<file path="src/rtl/light_sensor_pkg.sv">
// shared constants and types for the light sensor register bank
package light_sensor_pkg;

   // register addresses, low nibble of the command byte
   localparam logic [3:0] ADDR_POWER = 4'h0;
   localparam logic [3:0] ADDR_TIMING = 4'h1;
   localparam logic [3:0] ADDR_LOW_LSB = 4'h2;
   localparam logic [3:0] ADDR_HIGH_MSB = 4'h5;
   localparam logic [3:0] ADDR_ALERT = 4'h6;
   localparam logic [3:0] ADDR_FACTORY = 4'h8;
   localparam logic [3:0] ADDR_PART_REV = 4'hA;
   localparam logic [3:0] ADDR_BLOCK_ALL = 4'hB;
   localparam logic [3:0] ADDR_CH0_LSB = 4'hC;
   localparam logic [3:0] ADDR_CH0_MSB = 4'hD;
   localparam logic [3:0] ADDR_CH1_LSB = 4'hE;
   localparam logic [3:0] ADDR_CH1_MSB = 4'hF;

   // command byte fields
   localparam int CMD_SELECT_BIT = 7;
   localparam int CMD_CLEAR_BIT = 6;
   localparam int CMD_WORD_BIT = 5;
   localparam int CMD_BLOCK_BIT = 4;

   // timing register fields
   localparam int TIM_GAIN_BIT = 4;
   localparam int TIM_MANUAL_BIT = 3;
   localparam logic [1:0] INTEGRATION_SELECT_FAST = 2'b00;
   localparam logic [1:0] INTEGRATION_SELECT_MEDIUM = 2'b01;
   localparam logic [1:0] INTEGRATION_SELECT_MANUAL = 2'b11;

   // reset values and writable masks
   localparam logic [7:0] TARGET_RESET = 8'h00;
   localparam logic [1:0] POWER_RESET = 2'b00;
   localparam logic [1:0] POWER_UP = 2'b11;
   localparam logic [7:0] TIMING_RESET = 8'h02;
   localparam logic [7:0] TIMING_MASK = 8'h1B;
   localparam logic [7:0] THRESH_RESET = 8'h00;
   localparam logic [7:0] ALERT_RESET = 8'h00;
   localparam logic [7:0] ALERT_MASK = 8'h3F;

   // smbus block read of all four result bytes
   localparam logic [7:0] BLOCK_READ_CODE = 8'h9B;
   localparam logic [7:0] BLOCK_READ_COUNT = 8'h04;

   // arbitrary identification value
   localparam logic [7:0] PART_REV_VALUE = 8'h5A;

   // slave addresses chosen by the address strap
   localparam logic [6:0] SLAVE_ADDR_GND = 7'h29;
   localparam logic [6:0] SLAVE_ADDR_FLOAT = 7'h39;
   localparam logic [6:0] SLAVE_ADDR_VDD = 7'h49;
   localparam logic [1:0] STRAP_GND = 2'b00;
   localparam logic [1:0] STRAP_FLOAT = 2'b01;

   // integration times and their cycle counts at the core clock
   localparam real CLK_PERIOD_NS = 5.0;
   localparam real INTEGRATION_SELECT_FAST_MS = 13.7;
   localparam real INTEGRATION_SELECT_MEDIUM_MS = 101.0;
   localparam real INTEGRATION_SELECT_SLOW_MS = 402.0;
   localparam int unsigned INTEGRATION_SELECT_FAST_CYCLES =
      $rtoi(INTEGRATION_SELECT_FAST_MS * 1.0e6 / CLK_PERIOD_NS);
   localparam int unsigned INTEGRATION_SELECT_MEDIUM_CYCLES =
      $rtoi(INTEGRATION_SELECT_MEDIUM_MS * 1.0e6 / CLK_PERIOD_NS);
   localparam int unsigned INTEGRATION_SELECT_SLOW_CYCLES =
      $rtoi(INTEGRATION_SELECT_SLOW_MS * 1.0e6 / CLK_PERIOD_NS);
   localparam int CNT_W = 27;

   // serial link states
   typedef enum logic [2:0] {
      LINK_IDLE,
      LINK_ADDR,
      LINK_ADDR_ACK,
      LINK_WRITE,
      LINK_WRITE_ACK,
      LINK_READ,
      LINK_READ_ACK
   } link_state_type;

endpackage

</file>
<file path="src/rtl/integration_sequencer.sv">
// integration timing and single-register result capture for both channels
`timescale 1ns/1ps
module integration_sequencer #(
   parameter int unsigned FAST_CYCLES = light_sensor_pkg::INTEGRATION_SELECT_FAST_CYCLES,
   parameter int unsigned MEDIUM_CYCLES =
      light_sensor_pkg::INTEGRATION_SELECT_MEDIUM_CYCLES,
   parameter int unsigned SLOW_CYCLES = light_sensor_pkg::INTEGRATION_SELECT_SLOW_CYCLES
) (
   input wire logic core_clk,
   input wire logic rst_b,
   input wire logic clk_en,
   input wire logic power_on,
   input wire logic [1:0] integration_select_select,
   input wire logic manual_start,
   input wire logic [15:0] ch0_count,
   input wire logic [15:0] ch1_count,
   output logic integrating_q,
   output logic conv_done_q,
   output logic [15:0] ch0_result_q,
   output logic [15:0] ch1_result_q
);
   localparam int W = light_sensor_pkg::CNT_W;

   logic [W-1:0] count_q, count_d; // cycles into the current period
   logic integrating_d;
   logic conv_done_d;
   logic [15:0] ch0_result_d, ch1_result_d;

   // last count of a period for the selected integration time
   function automatic logic [W-1:0] last_count(input logic [1:0] sel);
      if (sel == light_sensor_pkg::INTEGRATION_SELECT_FAST) begin
         last_count = W'(FAST_CYCLES - 1);
      end else if (sel == light_sensor_pkg::INTEGRATION_SELECT_MEDIUM) begin
         last_count = W'(MEDIUM_CYCLES - 1);
      end else begin
         last_count = W'(SLOW_CYCLES - 1);
      end
   endfunction

   // next state of the integration sequence
   always_comb begin
      count_d = count_q;
      integrating_d = integrating_q;
      conv_done_d = 1'b0;
      ch0_result_d = ch0_result_q;
      ch1_result_d = ch1_result_q;
      if (!power_on) begin
         // powered down: integration held, results kept readable
         count_d = '0;
         integrating_d = 1'b0;
      end else if (integration_select_select == light_sensor_pkg::INTEGRATION_SELECT_MANUAL) begin
         // host starts and stops the period by hand
         count_d = '0;
         integrating_d = manual_start;
         if (integrating_q && !manual_start) begin
            conv_done_d = 1'b1;
            ch0_result_d = ch0_count;
            ch1_result_d = ch1_count;
         end
      end else begin
         // one shared period for both channels, restarted on its own
         integrating_d = 1'b1;
         if (count_q >= last_count(integration_select_select)) begin
            count_d = '0;
            conv_done_d = 1'b1;
            ch0_result_d = ch0_count;
            ch1_result_d = ch1_count;
         end else begin
            count_d = count_q + W'(1);
         end
      end
   end

   // register the sequence, frozen while the clock enable is low
   always_ff @(posedge core_clk or negedge rst_b) begin
      if (!rst_b) begin
         count_q <= '0;
         integrating_q <= 1'b0;
         conv_done_q <= 1'b0;
         ch0_result_q <= 16'h0000;
         ch1_result_q <= 16'h0000;
      end else if (clk_en) begin
         count_q <= count_d;
         integrating_q <= integrating_d;
         conv_done_q <= conv_done_d;
         ch0_result_q <= ch0_result_d;
         ch1_result_q <= ch1_result_d;
      end
   end

endmodule // integration_sequencer

</file>
<file path="src/rtl/light_sensor_register_bank.sv">
// two-wire serial slave, command decode and register bank of the sensor
// How it works
// - send byte loads command; address kept afterwards
// - command register clears to zero at reset
// - clear bit pulses interrupt clear, never stored
// - word bit marks two-byte transfer
// - block bit marks block transfer
// - low nibble of command is register address
// - decode power, timing, thresholds, alert, id, results
// - results low byte lower address, high next
// - block transfers run until stop; write count byte dropped
// - code 9Bh reads count four then results
// - power field 03h up, 00h down
// - power register reads back written value
// - timing register resets to 02h
// - timing bit 4 selects sixteen-times gain
// - timing bits 1:0 pick integration period
// - manual bit starts/stops only in manual select
// - one gain and period for both channels
// - first byte with top bit set is command
// - receive byte returns selected register
// - finished conversion latches both results; timed modes restart
`timescale 1ns/1ps
module light_sensor_register_bank #(
   parameter int unsigned FAST_CYCLES = light_sensor_pkg::INTEGRATION_SELECT_FAST_CYCLES,
   parameter int unsigned MEDIUM_CYCLES =
      light_sensor_pkg::INTEGRATION_SELECT_MEDIUM_CYCLES,
   parameter int unsigned SLOW_CYCLES = light_sensor_pkg::INTEGRATION_SELECT_SLOW_CYCLES
) (
   input wire logic core_clk,
   input wire logic rst_b,
   input wire logic clk_en,
   input wire logic scl_in,
   input wire logic sda_in,
   output logic sda_out,
   output logic sda_oe,
   input wire logic [1:0] addr_sel,
   input wire logic [15:0] ch0_count,
   input wire logic [15:0] ch1_count,
   output logic power_on,
   output logic gain_high,
   output logic integrating,
   output logic result_ready,
   output logic irq_clear,
   output logic [15:0] low_threshold,
   output logic [15:0] high_threshold,
   output logic [7:0] alert_config
);

   // pin synchronisers; the meta stage feeds only the sync stage
   logic scl_meta_q, scl_sync_q, scl_prev_q;
   logic sda_meta_q, sda_sync_q, sda_prev_q;
   logic [1:0] strap_meta_q, strap_sync_q;
   logic [6:0] slave_addr_q; // strap address, refreshed every enabled cycle

   // link engine state
   light_sensor_pkg::link_state_type state_q, state_d;
   logic [3:0] bit_cnt_q, bit_cnt_d; // bits moved in this byte
   logic [7:0] shift_q, shift_d; // serial shift register
   logic sda_oe_q, sda_oe_d; // pulls the data line low
   logic is_read_q, is_read_d; // direction of the transaction
   logic first_q, first_d; // next byte is the first after address
   logic skip_count_q, skip_count_d; // drop smbus byte count
   logic [3:0] cur_addr_q, cur_addr_d; // working register pointer

   // register bank
   logic [7:0] target_q, target_d; // stored command byte
   logic [1:0] power_q, power_d;
   logic [7:0] timing_q, timing_d;
   logic [7:0] thresh_q [0:3];
   logic [7:0] thresh_d [0:3];
   logic [7:0] alert_q, alert_d;
   logic irq_clear_q, irq_clear_d; // one-cycle clear pulse

   // sequencer outputs
   logic [15:0] ch0_result, ch1_result;

   // edge and bus condition detection on synchronised pins
   logic scl_rise, scl_fall, start_seen, stop_seen;
   assign scl_rise = scl_sync_q && !scl_prev_q;
   assign scl_fall = !scl_sync_q && scl_prev_q;
   assign start_seen = scl_sync_q && scl_prev_q && sda_prev_q && !sda_sync_q;
   assign stop_seen = scl_sync_q && scl_prev_q && !sda_prev_q && sda_sync_q;

   // strap level to slave address
   function automatic logic [6:0] strap_addr(input logic [1:0] s);
      if (s == light_sensor_pkg::STRAP_GND) begin
         strap_addr = light_sensor_pkg::SLAVE_ADDR_GND;
      end else if (s == light_sensor_pkg::STRAP_FLOAT) begin
         strap_addr = light_sensor_pkg::SLAVE_ADDR_FLOAT;
      end else begin
         strap_addr = light_sensor_pkg::SLAVE_ADDR_VDD;
      end
   endfunction

   // read decode, used for every read byte except the 9Bh count byte
   function automatic logic [7:0] read_reg(input logic [3:0] a);
      if (a == light_sensor_pkg::ADDR_POWER) begin
         read_reg = {6'b00_0000, power_q};
      end else if (a == light_sensor_pkg::ADDR_TIMING) begin
         read_reg = timing_q;
      end else if (a >= light_sensor_pkg::ADDR_LOW_LSB &&
                   a <= light_sensor_pkg::ADDR_HIGH_MSB) begin
         read_reg = thresh_q[2'(a - light_sensor_pkg::ADDR_LOW_LSB)];
      end else if (a == light_sensor_pkg::ADDR_ALERT) begin
         read_reg = alert_q;
      end else if (a == light_sensor_pkg::ADDR_PART_REV) begin
         read_reg = light_sensor_pkg::PART_REV_VALUE;
      end else if (a == light_sensor_pkg::ADDR_CH0_LSB) begin
         read_reg = ch0_result[7:0];
      end else if (a == light_sensor_pkg::ADDR_CH0_MSB) begin
         read_reg = ch0_result[15:8];
      end else if (a == light_sensor_pkg::ADDR_CH1_LSB) begin
         read_reg = ch1_result[7:0];
      end else if (a == light_sensor_pkg::ADDR_CH1_MSB) begin
         read_reg = ch1_result[15:8];
      end else begin
         read_reg = 8'h00;
      end
   endfunction

   // multi-byte transfers step the pointer, plain bytes keep it
   function automatic logic [3:0] step_addr(input logic [3:0] a,
                                            input logic [7:0] cmd);
      if (cmd[light_sensor_pkg::CMD_WORD_BIT] ||
          cmd[light_sensor_pkg::CMD_BLOCK_BIT]) begin
         step_addr = a + 4'h1;
      end else begin
         step_addr = a;
      end
   endfunction

   // serial link and register write next-state logic
   always_comb begin
      state_d = state_q;
      bit_cnt_d = bit_cnt_q;
      shift_d = shift_q;
      sda_oe_d = sda_oe_q;
      is_read_d = is_read_q;
      first_d = first_q;
      skip_count_d = skip_count_q;
      cur_addr_d = cur_addr_q;
      target_d = target_q;
      power_d = power_q;
      timing_d = timing_q;
      thresh_d = thresh_q;
      alert_d = alert_q;
      irq_clear_d = 1'b0;
      if (start_seen) begin
         // start or repeated start: hunt for our address
         state_d = light_sensor_pkg::LINK_ADDR;
         bit_cnt_d = 4'h0;
         sda_oe_d = 1'b0;
      end else if (stop_seen) begin
         // stop ends any transfer, block ones included
         state_d = light_sensor_pkg::LINK_IDLE;
         sda_oe_d = 1'b0;
      end else begin
         case (state_q)
            light_sensor_pkg::LINK_ADDR: begin
               if (scl_rise) begin
                  shift_d = {shift_q[6:0], sda_sync_q};
                  bit_cnt_d = bit_cnt_q + 4'h1;
               end else if (scl_fall && bit_cnt_q == 4'h8) begin
                  if (shift_q[7:1] == slave_addr_q) begin
                     // acknowledge and start at the stored address
                     sda_oe_d = 1'b1;
                     is_read_d = shift_q[0];
                     first_d = 1'b1;
                     skip_count_d = 1'b0;
                     cur_addr_d = target_q[3:0];
                     state_d = light_sensor_pkg::LINK_ADDR_ACK;
                  end else begin
                     state_d = light_sensor_pkg::LINK_IDLE;
                  end
               end
            end
            light_sensor_pkg::LINK_WRITE: begin
               if (scl_rise) begin
                  shift_d = {shift_q[6:0], sda_sync_q};
                  bit_cnt_d = bit_cnt_q + 4'h1;
               end else if (scl_fall && bit_cnt_q == 4'h8) begin
                  sda_oe_d = 1'b1;
                  first_d = 1'b0;
                  state_d = light_sensor_pkg::LINK_WRITE_ACK;
                  if (first_q && shift_q[light_sensor_pkg::CMD_SELECT_BIT])
                  begin
                     // command byte: clear bit acts but is not kept
                     target_d = shift_q;
                     target_d[light_sensor_pkg::CMD_CLEAR_BIT] = 1'b0;
                     irq_clear_d = shift_q[light_sensor_pkg::CMD_CLEAR_BIT];
                     cur_addr_d = shift_q[3:0];
                     skip_count_d =
                        shift_q[light_sensor_pkg::CMD_BLOCK_BIT];
                  end else if (skip_count_q) begin
                     // byte count after a block command is ignored
                     skip_count_d = 1'b0;
                  end else begin
                     cur_addr_d = step_addr(cur_addr_q, target_q);
                     if (cur_addr_q == light_sensor_pkg::ADDR_POWER) begin
                        power_d = shift_q[1:0];
                     end else if (cur_addr_q ==
                                  light_sensor_pkg::ADDR_TIMING) begin
                        timing_d = shift_q &
                                   light_sensor_pkg::TIMING_MASK;
                     end else if (cur_addr_q >=
                                  light_sensor_pkg::ADDR_LOW_LSB &&
                                  cur_addr_q <=
                                  light_sensor_pkg::ADDR_HIGH_MSB) begin
                        thresh_d[2'(cur_addr_q -
                                 light_sensor_pkg::ADDR_LOW_LSB)] = shift_q;
                     end else if (cur_addr_q ==
                                  light_sensor_pkg::ADDR_ALERT) begin
                        alert_d = shift_q & light_sensor_pkg::ALERT_MASK;
                     end
                     // other addresses are read-only or reserved
                  end
               end
            end
            light_sensor_pkg::LINK_WRITE_ACK: begin
               if (scl_fall) begin
                  sda_oe_d = 1'b0;
                  bit_cnt_d = 4'h0;
                  state_d = light_sensor_pkg::LINK_WRITE;
               end
            end
            light_sensor_pkg::LINK_ADDR_ACK,
            light_sensor_pkg::LINK_READ_ACK: begin
               if (state_q == light_sensor_pkg::LINK_READ_ACK && scl_rise &&
                   sda_sync_q) begin
                  // master nack: stop sending until the next start
                  state_d = light_sensor_pkg::LINK_IDLE;
               end else if (scl_fall && !is_read_q) begin
                  sda_oe_d = 1'b0;
                  bit_cnt_d = 4'h0;
                  state_d = light_sensor_pkg::LINK_WRITE;
               end else if (scl_fall) begin
                  // load the next byte to send
                  bit_cnt_d = 4'h0;
                  first_d = 1'b0;
                  state_d = light_sensor_pkg::LINK_READ;
                  if (first_q && target_q ==
                      light_sensor_pkg::BLOCK_READ_CODE) begin
                     shift_d = light_sensor_pkg::BLOCK_READ_COUNT;
                     cur_addr_d = light_sensor_pkg::ADDR_CH0_LSB;
                  end else begin
                     shift_d = read_reg(cur_addr_q);
                     cur_addr_d = step_addr(cur_addr_q, target_q);
                  end
                  // msb goes out now; the line is pulled low for a zero
                  sda_oe_d = !shift_d[7];
               end
            end
            light_sensor_pkg::LINK_READ: begin
               if (scl_fall) begin
                  if (bit_cnt_q == 4'h7) begin
                     // last bit done, release for the master's ack
                     sda_oe_d = 1'b0;
                     state_d = light_sensor_pkg::LINK_READ_ACK;
                  end else begin
                     bit_cnt_d = bit_cnt_q + 4'h1;
                     shift_d = {shift_q[6:0], 1'b0};
                     sda_oe_d = !shift_q[6];
                  end
               end
            end
            default: begin
               sda_oe_d = 1'b0;
            end
         endcase
      end
   end

   // pin synchronisers and the strap capture
   always_ff @(posedge core_clk or negedge rst_b) begin
      if (!rst_b) begin
         scl_meta_q <= 1'b1;
         scl_sync_q <= 1'b1;
         scl_prev_q <= 1'b1;
         sda_meta_q <= 1'b1;
         sda_sync_q <= 1'b1;
         sda_prev_q <= 1'b1;
         strap_meta_q <= 2'b00;
         strap_sync_q <= 2'b00;
         slave_addr_q <= light_sensor_pkg::SLAVE_ADDR_GND;
      end else if (clk_en) begin
         scl_meta_q <= scl_in;
         scl_sync_q <= scl_meta_q;
         scl_prev_q <= scl_sync_q;
         sda_meta_q <= sda_in;
         sda_sync_q <= sda_meta_q;
         sda_prev_q <= sda_sync_q;
         strap_meta_q <= addr_sel;
         strap_sync_q <= strap_meta_q;
         slave_addr_q <= strap_addr(strap_sync_q);
      end
   end

   // link and register state; reset values are the power-on ones
   always_ff @(posedge core_clk or negedge rst_b) begin
      if (!rst_b) begin
         state_q <= light_sensor_pkg::LINK_IDLE;
         bit_cnt_q <= 4'h0;
         shift_q <= 8'h00;
         sda_oe_q <= 1'b0;
         is_read_q <= 1'b0;
         first_q <= 1'b0;
         skip_count_q <= 1'b0;
         cur_addr_q <= 4'h0;
         target_q <= light_sensor_pkg::TARGET_RESET;
         power_q <= light_sensor_pkg::POWER_RESET;
         timing_q <= light_sensor_pkg::TIMING_RESET;
         for (int i = 0; i < 4; i++) begin
            thresh_q[i] <= light_sensor_pkg::THRESH_RESET;
         end
         alert_q <= light_sensor_pkg::ALERT_RESET;
         irq_clear_q <= 1'b0;
      end else if (clk_en) begin
         state_q <= state_d;
         bit_cnt_q <= bit_cnt_d;
         shift_q <= shift_d;
         sda_oe_q <= sda_oe_d;
         is_read_q <= is_read_d;
         first_q <= first_d;
         skip_count_q <= skip_count_d;
         cur_addr_q <= cur_addr_d;
         target_q <= target_d;
         power_q <= power_d;
         timing_q <= timing_d;
         thresh_q <= thresh_d;
         alert_q <= alert_d;
         irq_clear_q <= irq_clear_d;
      end
   end

   // output flops for the converter power and gain controls
   logic power_on_q, gain_high_q;
   always_ff @(posedge core_clk or negedge rst_b) begin
      if (!rst_b) begin
         power_on_q <= 1'b0;
         gain_high_q <= 1'b0;
      end else if (clk_en) begin
         power_on_q <= power_d == light_sensor_pkg::POWER_UP;
         gain_high_q <= timing_d[light_sensor_pkg::TIM_GAIN_BIT];
      end
   end

   // converter period control shared by both channels
   integration_sequencer #(
      .FAST_CYCLES(FAST_CYCLES),
      .MEDIUM_CYCLES(MEDIUM_CYCLES),
      .SLOW_CYCLES(SLOW_CYCLES)
   ) sequencer (
      .core_clk(core_clk),
      .rst_b(rst_b),
      .clk_en(clk_en),
      .power_on(power_on_q),
      .integration_select_select(timing_q[1:0]),
      .manual_start(timing_q[light_sensor_pkg::TIM_MANUAL_BIT]),
      .ch0_count(ch0_count),
      .ch1_count(ch1_count),
      .integrating_q(integrating),
      .conv_done_q(result_ready),
      .ch0_result_q(ch0_result),
      .ch1_result_q(ch1_result)
   );

   // line is only ever pulled low, so the data level is always zero
   assign sda_out = 1'b0;
   assign sda_oe = sda_oe_q;
   assign power_on = power_on_q;
   assign gain_high = gain_high_q;
   assign irq_clear = irq_clear_q;
   assign low_threshold = {thresh_q[1], thresh_q[0]};
   assign high_threshold = {thresh_q[3], thresh_q[2]};
   assign alert_config = alert_q;

endmodule // light_sensor_register_bank

</file>
<file path="config.mk">
export PLATFORM = sky130hd
export DESIGN_NAME = light_sensor_register_bank
export DESIGN_NICKNAME = d
export VERILOG_FILES = /design/src/rtl/light_sensor_pkg.sv /design/src/rtl/integration_sequencer.sv /design/src/rtl/light_sensor_register_bank.sv
export SDC_FILE = /design/constraint.sdc
export NUM_CORES = 1
export LEC_CHECK = 0
export BUFFER_PORTS_ARGS = -buffer_cell sky130_fd_sc_hd__buf_4
export CORE_UTILIZATION = 30
export CTS_CLUSTER_DIAMETER = 120
export DETAILED_ROUTE_END_ITERATION = 7
export GPL_ROUTABILITY_DRIVEN = 0
export PLACE_DENSITY = 0.58
export SLEW_MARGIN = 40
export SYNTH_ARGS = -nofsm -noshare
export SYNTH_HDL_FRONTEND = slang
export SYNTH_SLANG_ARGS = --single-unit
</file>
<file path="constraint.sdc">
create_clock -name core_clk -period 6.14 [get_ports core_clk]
set_input_delay 0.307 -clock core_clk [delete_from_list [all_inputs] [get_ports core_clk]]
set_output_delay 0.307 -clock core_clk [all_outputs]
set_load 0.01 [all_outputs]
</file>
==> impl_metrics.sql <==
INSERT INTO impl_metrics (metric_group, metric, value, unit) VALUES
('synthesis', 'synth-async-reset-ratio', '100.0', '%'),
('clocking', 'ctsLongestPathBuffers', '2', ''),
('clocking', 'clock_root_buffer', 'sky130_fd_sc_hd__clkbuf_16', ''),
('worst_setup_path', 'r2r.worst_path.cells', '9', ''),
('layout', 'final_design_area_no_fill', '9862', 'um2'),
('sta', 'setup_viol', '0', ''),
('worst_setup_path', 'setup.worst_path.end_class', 'flip-flop', ''),
('hold_path', 'worstHoldPathType', 'in -> reg', ''),
('sta', 'worst_pin_slew', '0.7711', 'ns'),
('floorplan', 'initial_utilization', '30.82', '%'),
('sta', 'finalClockSkew', '0.01328', 'ns'),
('clocking', 'worstSkewPairLatency', '0.43', 'ns'),
('sta', 'rsz0062_at_grt', 'no', ''),
('sta', 'max_slew_margin', '48.54', '%'),
('route', 'routed_wl', '21.11', 'mm'),
('grt', 'gr-total-overflow', '0', ''),
('worst_setup_path', 'worst-endpoint-arrival', '3.86', 'ns'),
('run', 'timing.max_cap.violations', '0', ''),
('sta', 'period_needed', '3.557', 'ns'),
('grt', 'first_pass_grt_wire_length', '34.07', 'mm'),
('worst_setup_path', 'nature_of_the_critical_path_startpoint', 'flip-flop', ''),
('layout', 'final_nets', '911', ''),
('route', 'first_pass_iters', '5', ''),
('synthesis', 'postSynth.topFlopCell', 'sky130_fd_sc_hd__dfrtp_1', ''),
('clocking', 'cts_made_buffers', '17', ''),
('power_and_ir_drop', 'power_density_over_the_cells', '315.8', 'nW/um2'),
('worst_setup_path', 'timing.critical_path.max_delay_family', 'compound AO/OA/AOI/OAI gates', ''),
('grt', 'first_global_vias', '6172', ''),
('route', 'drt_iter0_markers', '503', ''),
('sta', 'setup_total_negative_slack', '0', 'ns'),
('layout', 'drive_gt1_share', '29.42', '%'),
('worst_setup_path', 'crit_path_class', 'reg -> reg', ''),
('synthesis', 'synth_top_cells_by_area', 'sky130_fd_sc_hd__dfrtp_1, sky130_fd_sc_hd__mux2_2, sky130_fd_sc_hd__mux2_4', ''),
('clocking', 'level_count_of_the_clock_h_tree', '4', ''),
('synthesis', 'synthTopCellsByCount', 'sky130_fd_sc_hd__dfrtp_1, sky130_fd_sc_hd__nand2_1, sky130_fd_sc_hd__mux2_2', ''),
('clocking', 'cts_tree', 'done', ''),
('clocking', 'postCtsSetupBuffers', '0', ''),
('layout', 'n_antenna_cell', '0', ''),
('layout', 'final-instance-count-excl-fill', '1232', ''),
('floorplan', 'die_area', '28590', 'um2'),
('grt', 'number_of_antenna_violations_at_the_first_check_in_global_routing', '0', ''),
('synthesis', 'synth-seq-area-share', '44.93', '%'),
('placement', 'postPlaceCellArea', '9250', 'um2'),
('power_and_ir_drop', 'vdd_drop_max', '0.1787', 'mV'),
('placement', 'detailed_place_hpwl', '14.53', 'mm'),
('route', 'viasPerCell', '5.156', ''),
('worst_setup_path', 'critical_register_to_register_path_endpoint', 'sda_oe$_DFFE_PN0P_', ''),
('layout', 'fillerInstances', '2713', ''),
('synthesis', 'synth.ff_latch_count', '150', ''),
('synthesis', 'area_share_of_the_leading_cell_type_in_the_synthesized_netlist', '42.42', '%'),
('worst_setup_path', 'cp_max_fo', '16', ''),
('route', 'dr_total_vias', '6352', ''),
('sta', 'final-max-slew-violation-count', '0', ''),
('worst_setup_path', 'cp.buffers_inverters', '1', ''),
('outcome', 'run_status', 'finished, final reports clean', ''),
('floorplan', 'std_cell_rows', '60', ''),
('worst_setup_path', 'cp_depth', '9', ''),
('floorplan', 'coreArea', '27180', 'um2'),
('clocking', 'clock_sink_count', '150', ''),
('worst_setup_path', 'critical_path.cell_chain', 'inv_1 > ha_1 > nor2b_1 > a221oi_1 > o31ai_1 > nand3_1 > a211o_1 > a22oi_1 > o21ai_0', ''),
('clocking', 'clk_pin_slew_worst_paths', '0.07', 'ns'),
('route', 'detail_route.wl_per_cell', '17.13', 'um'),
('worst_setup_path', 'critical_path.reg2reg.startpoint', 'cur_addr_q[0]$_DFFE_PN0P_', ''),
('worst_setup_path', 'worst_setup_path_startpoint', 'cur_addr_q[0]$_DFFE_PN0P_', ''),
('layout', 'flow.area_growth_from_synthesis', '17.73', '%'),
('sta', 'maxClockFrequency', '281.2', 'MHz'),
('synthesis', 'yosysMostFrequentCell', 'sky130_fd_sc_hd__dfrtp_1', ''),
('placement', 'numPortBuffers', '82', ''),
('floorplan', 'floorplan.die.width', '169.1', 'um'),
('power_and_ir_drop', 'power.static_leakage', '0.004417', 'uW'),
('synthesis', 'post_synth_inst_count', '787', '');
-- layout by cell type, fill, tap and decap left out, types with 26 or more instances in the layout --
master and n:
sky130_fd_sc_hd__o21ai_0 52, sky130_fd_sc_hd__nor2_1 50, sky130_fd_sc_hd__inv_1 26, sky130_fd_sc_hd__mux2_2 62, sky130_fd_sc_hd__mux2_4 29, sky130_fd_sc_hd__nand2_1 75
sky130_fd_sc_hd__buf_4 83, sky130_fd_sc_hd__a21oi_1 30, sky130_fd_sc_hd__dfrtp_1 142
-- state kept, by name, summed over array words and instances (netlist names), 3 cells and up --
signal,count
cur_addr_q,4
sequencer.ch0_result_q,16
high_threshold,16
shift_q,8
sequencer.ch1_result_q,16
sequencer.count_q,27
state_q,3
bit_cnt_q,4
timing_q,4
slave_addr_q,3
alert_config,6
target_q,7
low_threshold,16
-- how the worst min path moves through the flow --
| stage | endpoint | slack (ns) | cells after the start |
|---|---|---|---|
| global placement | strap_meta_q[0]$_DFFE_PN0P_ | 0.39 | 1 |
| floorplan | alert_config[0]$_DFFE_PN0P_ | 0.01 | 0 |
| global route | sequencer.ch1_result_q[9]$_DFFE_PN0P_ | 0.09 | 2 |
| detailed placement | strap_meta_q[1]$_DFFE_PN0P_ | 0.39 | 1 |
| finish | strap_meta_q[0]$_DFFE_PN0P_ | 0.10 | 2 |
| CTS | sequencer.ch0_result_q[5]$_DFFE_PN0P_ | 0.09 | 2 |
-- layout make-up --
| type | count | area [um2] | area share [%] |
|---|---|---|---|
| Multi-Input combinational cell | 566 | 4278 | 43.38 |
| Clock inverter | 15 | 176.4 | 1.789 |
| Tap cell | 372 | 465.4 | 4.720 |
| Clock buffer | 17 | 425.4 | 4.314 |
| Timing Repair Buffer | 86 | 655.6 | 6.648 |
| Sequential cell | 150 | 3764 | 38.16 |
| Inverter | 26 | 97.59 | 0.9896 |
-- where the power goes --
part           internal, uW  switching (uW)
clock                   616             467
combinational           309             352
sequential             1130             245
-- stage by stage --
step	hold WS, ns	utilization [%]	setup WS [ns]	total power [uW]
CTS	0.08847	36.29	2.579	3132
detailed placement	0.3889	34.04	2.591	2040
floorplan	0.01141	-	3.305	1815
global route	0.08877	36.29	2.301	3278
global placement	0.3905	33.95	2.608	2028
finish	0.1018	36.29	2.583	3115
-- logic make-up (layout without fill, tap and decap cells) --
| group | Yosys count | count (layout) | synth area share, % |
|---|---|---|---|
| adders and majority gates | 25 | 25 | 3.734 |
| xor gates and xnor gates | 5 | 5 | 0.5228 |
| other | 1 | 3 | 0.04477 |
| buffers and inverters | 73 | 144 | 4.347 |
| DFF | 150 | 150 | 44.93 |
| muxes | 103 | 103 | 16.16 |
| AOI/OAI and AO/OA | 186 | 186 | 15.18 |
| and+or+nand+nor | 244 | 244 | 15.09 |
-- what timing repair did --
action,CTS,global route
hold endpoints to repair,64,0
setup endpoints to repair,0,0
hold buffers,1,0
-- metal layers --
| metal | up-vias | GRT usage (%) | wire length [um] |
|---|---|---|---|
| met5 | - | 0 | 0 |
| met4 | 0 | 5.131 | 322 |
| met3 | 22 | 2.665 | 970 |
| met2 | 182 | 23.54 | 9753 |
| met1 | 3133 | 21.39 | 10060 |
| li1 | 3015 | - | - |
Note: power is estimated with default switching activity, not from simulation.
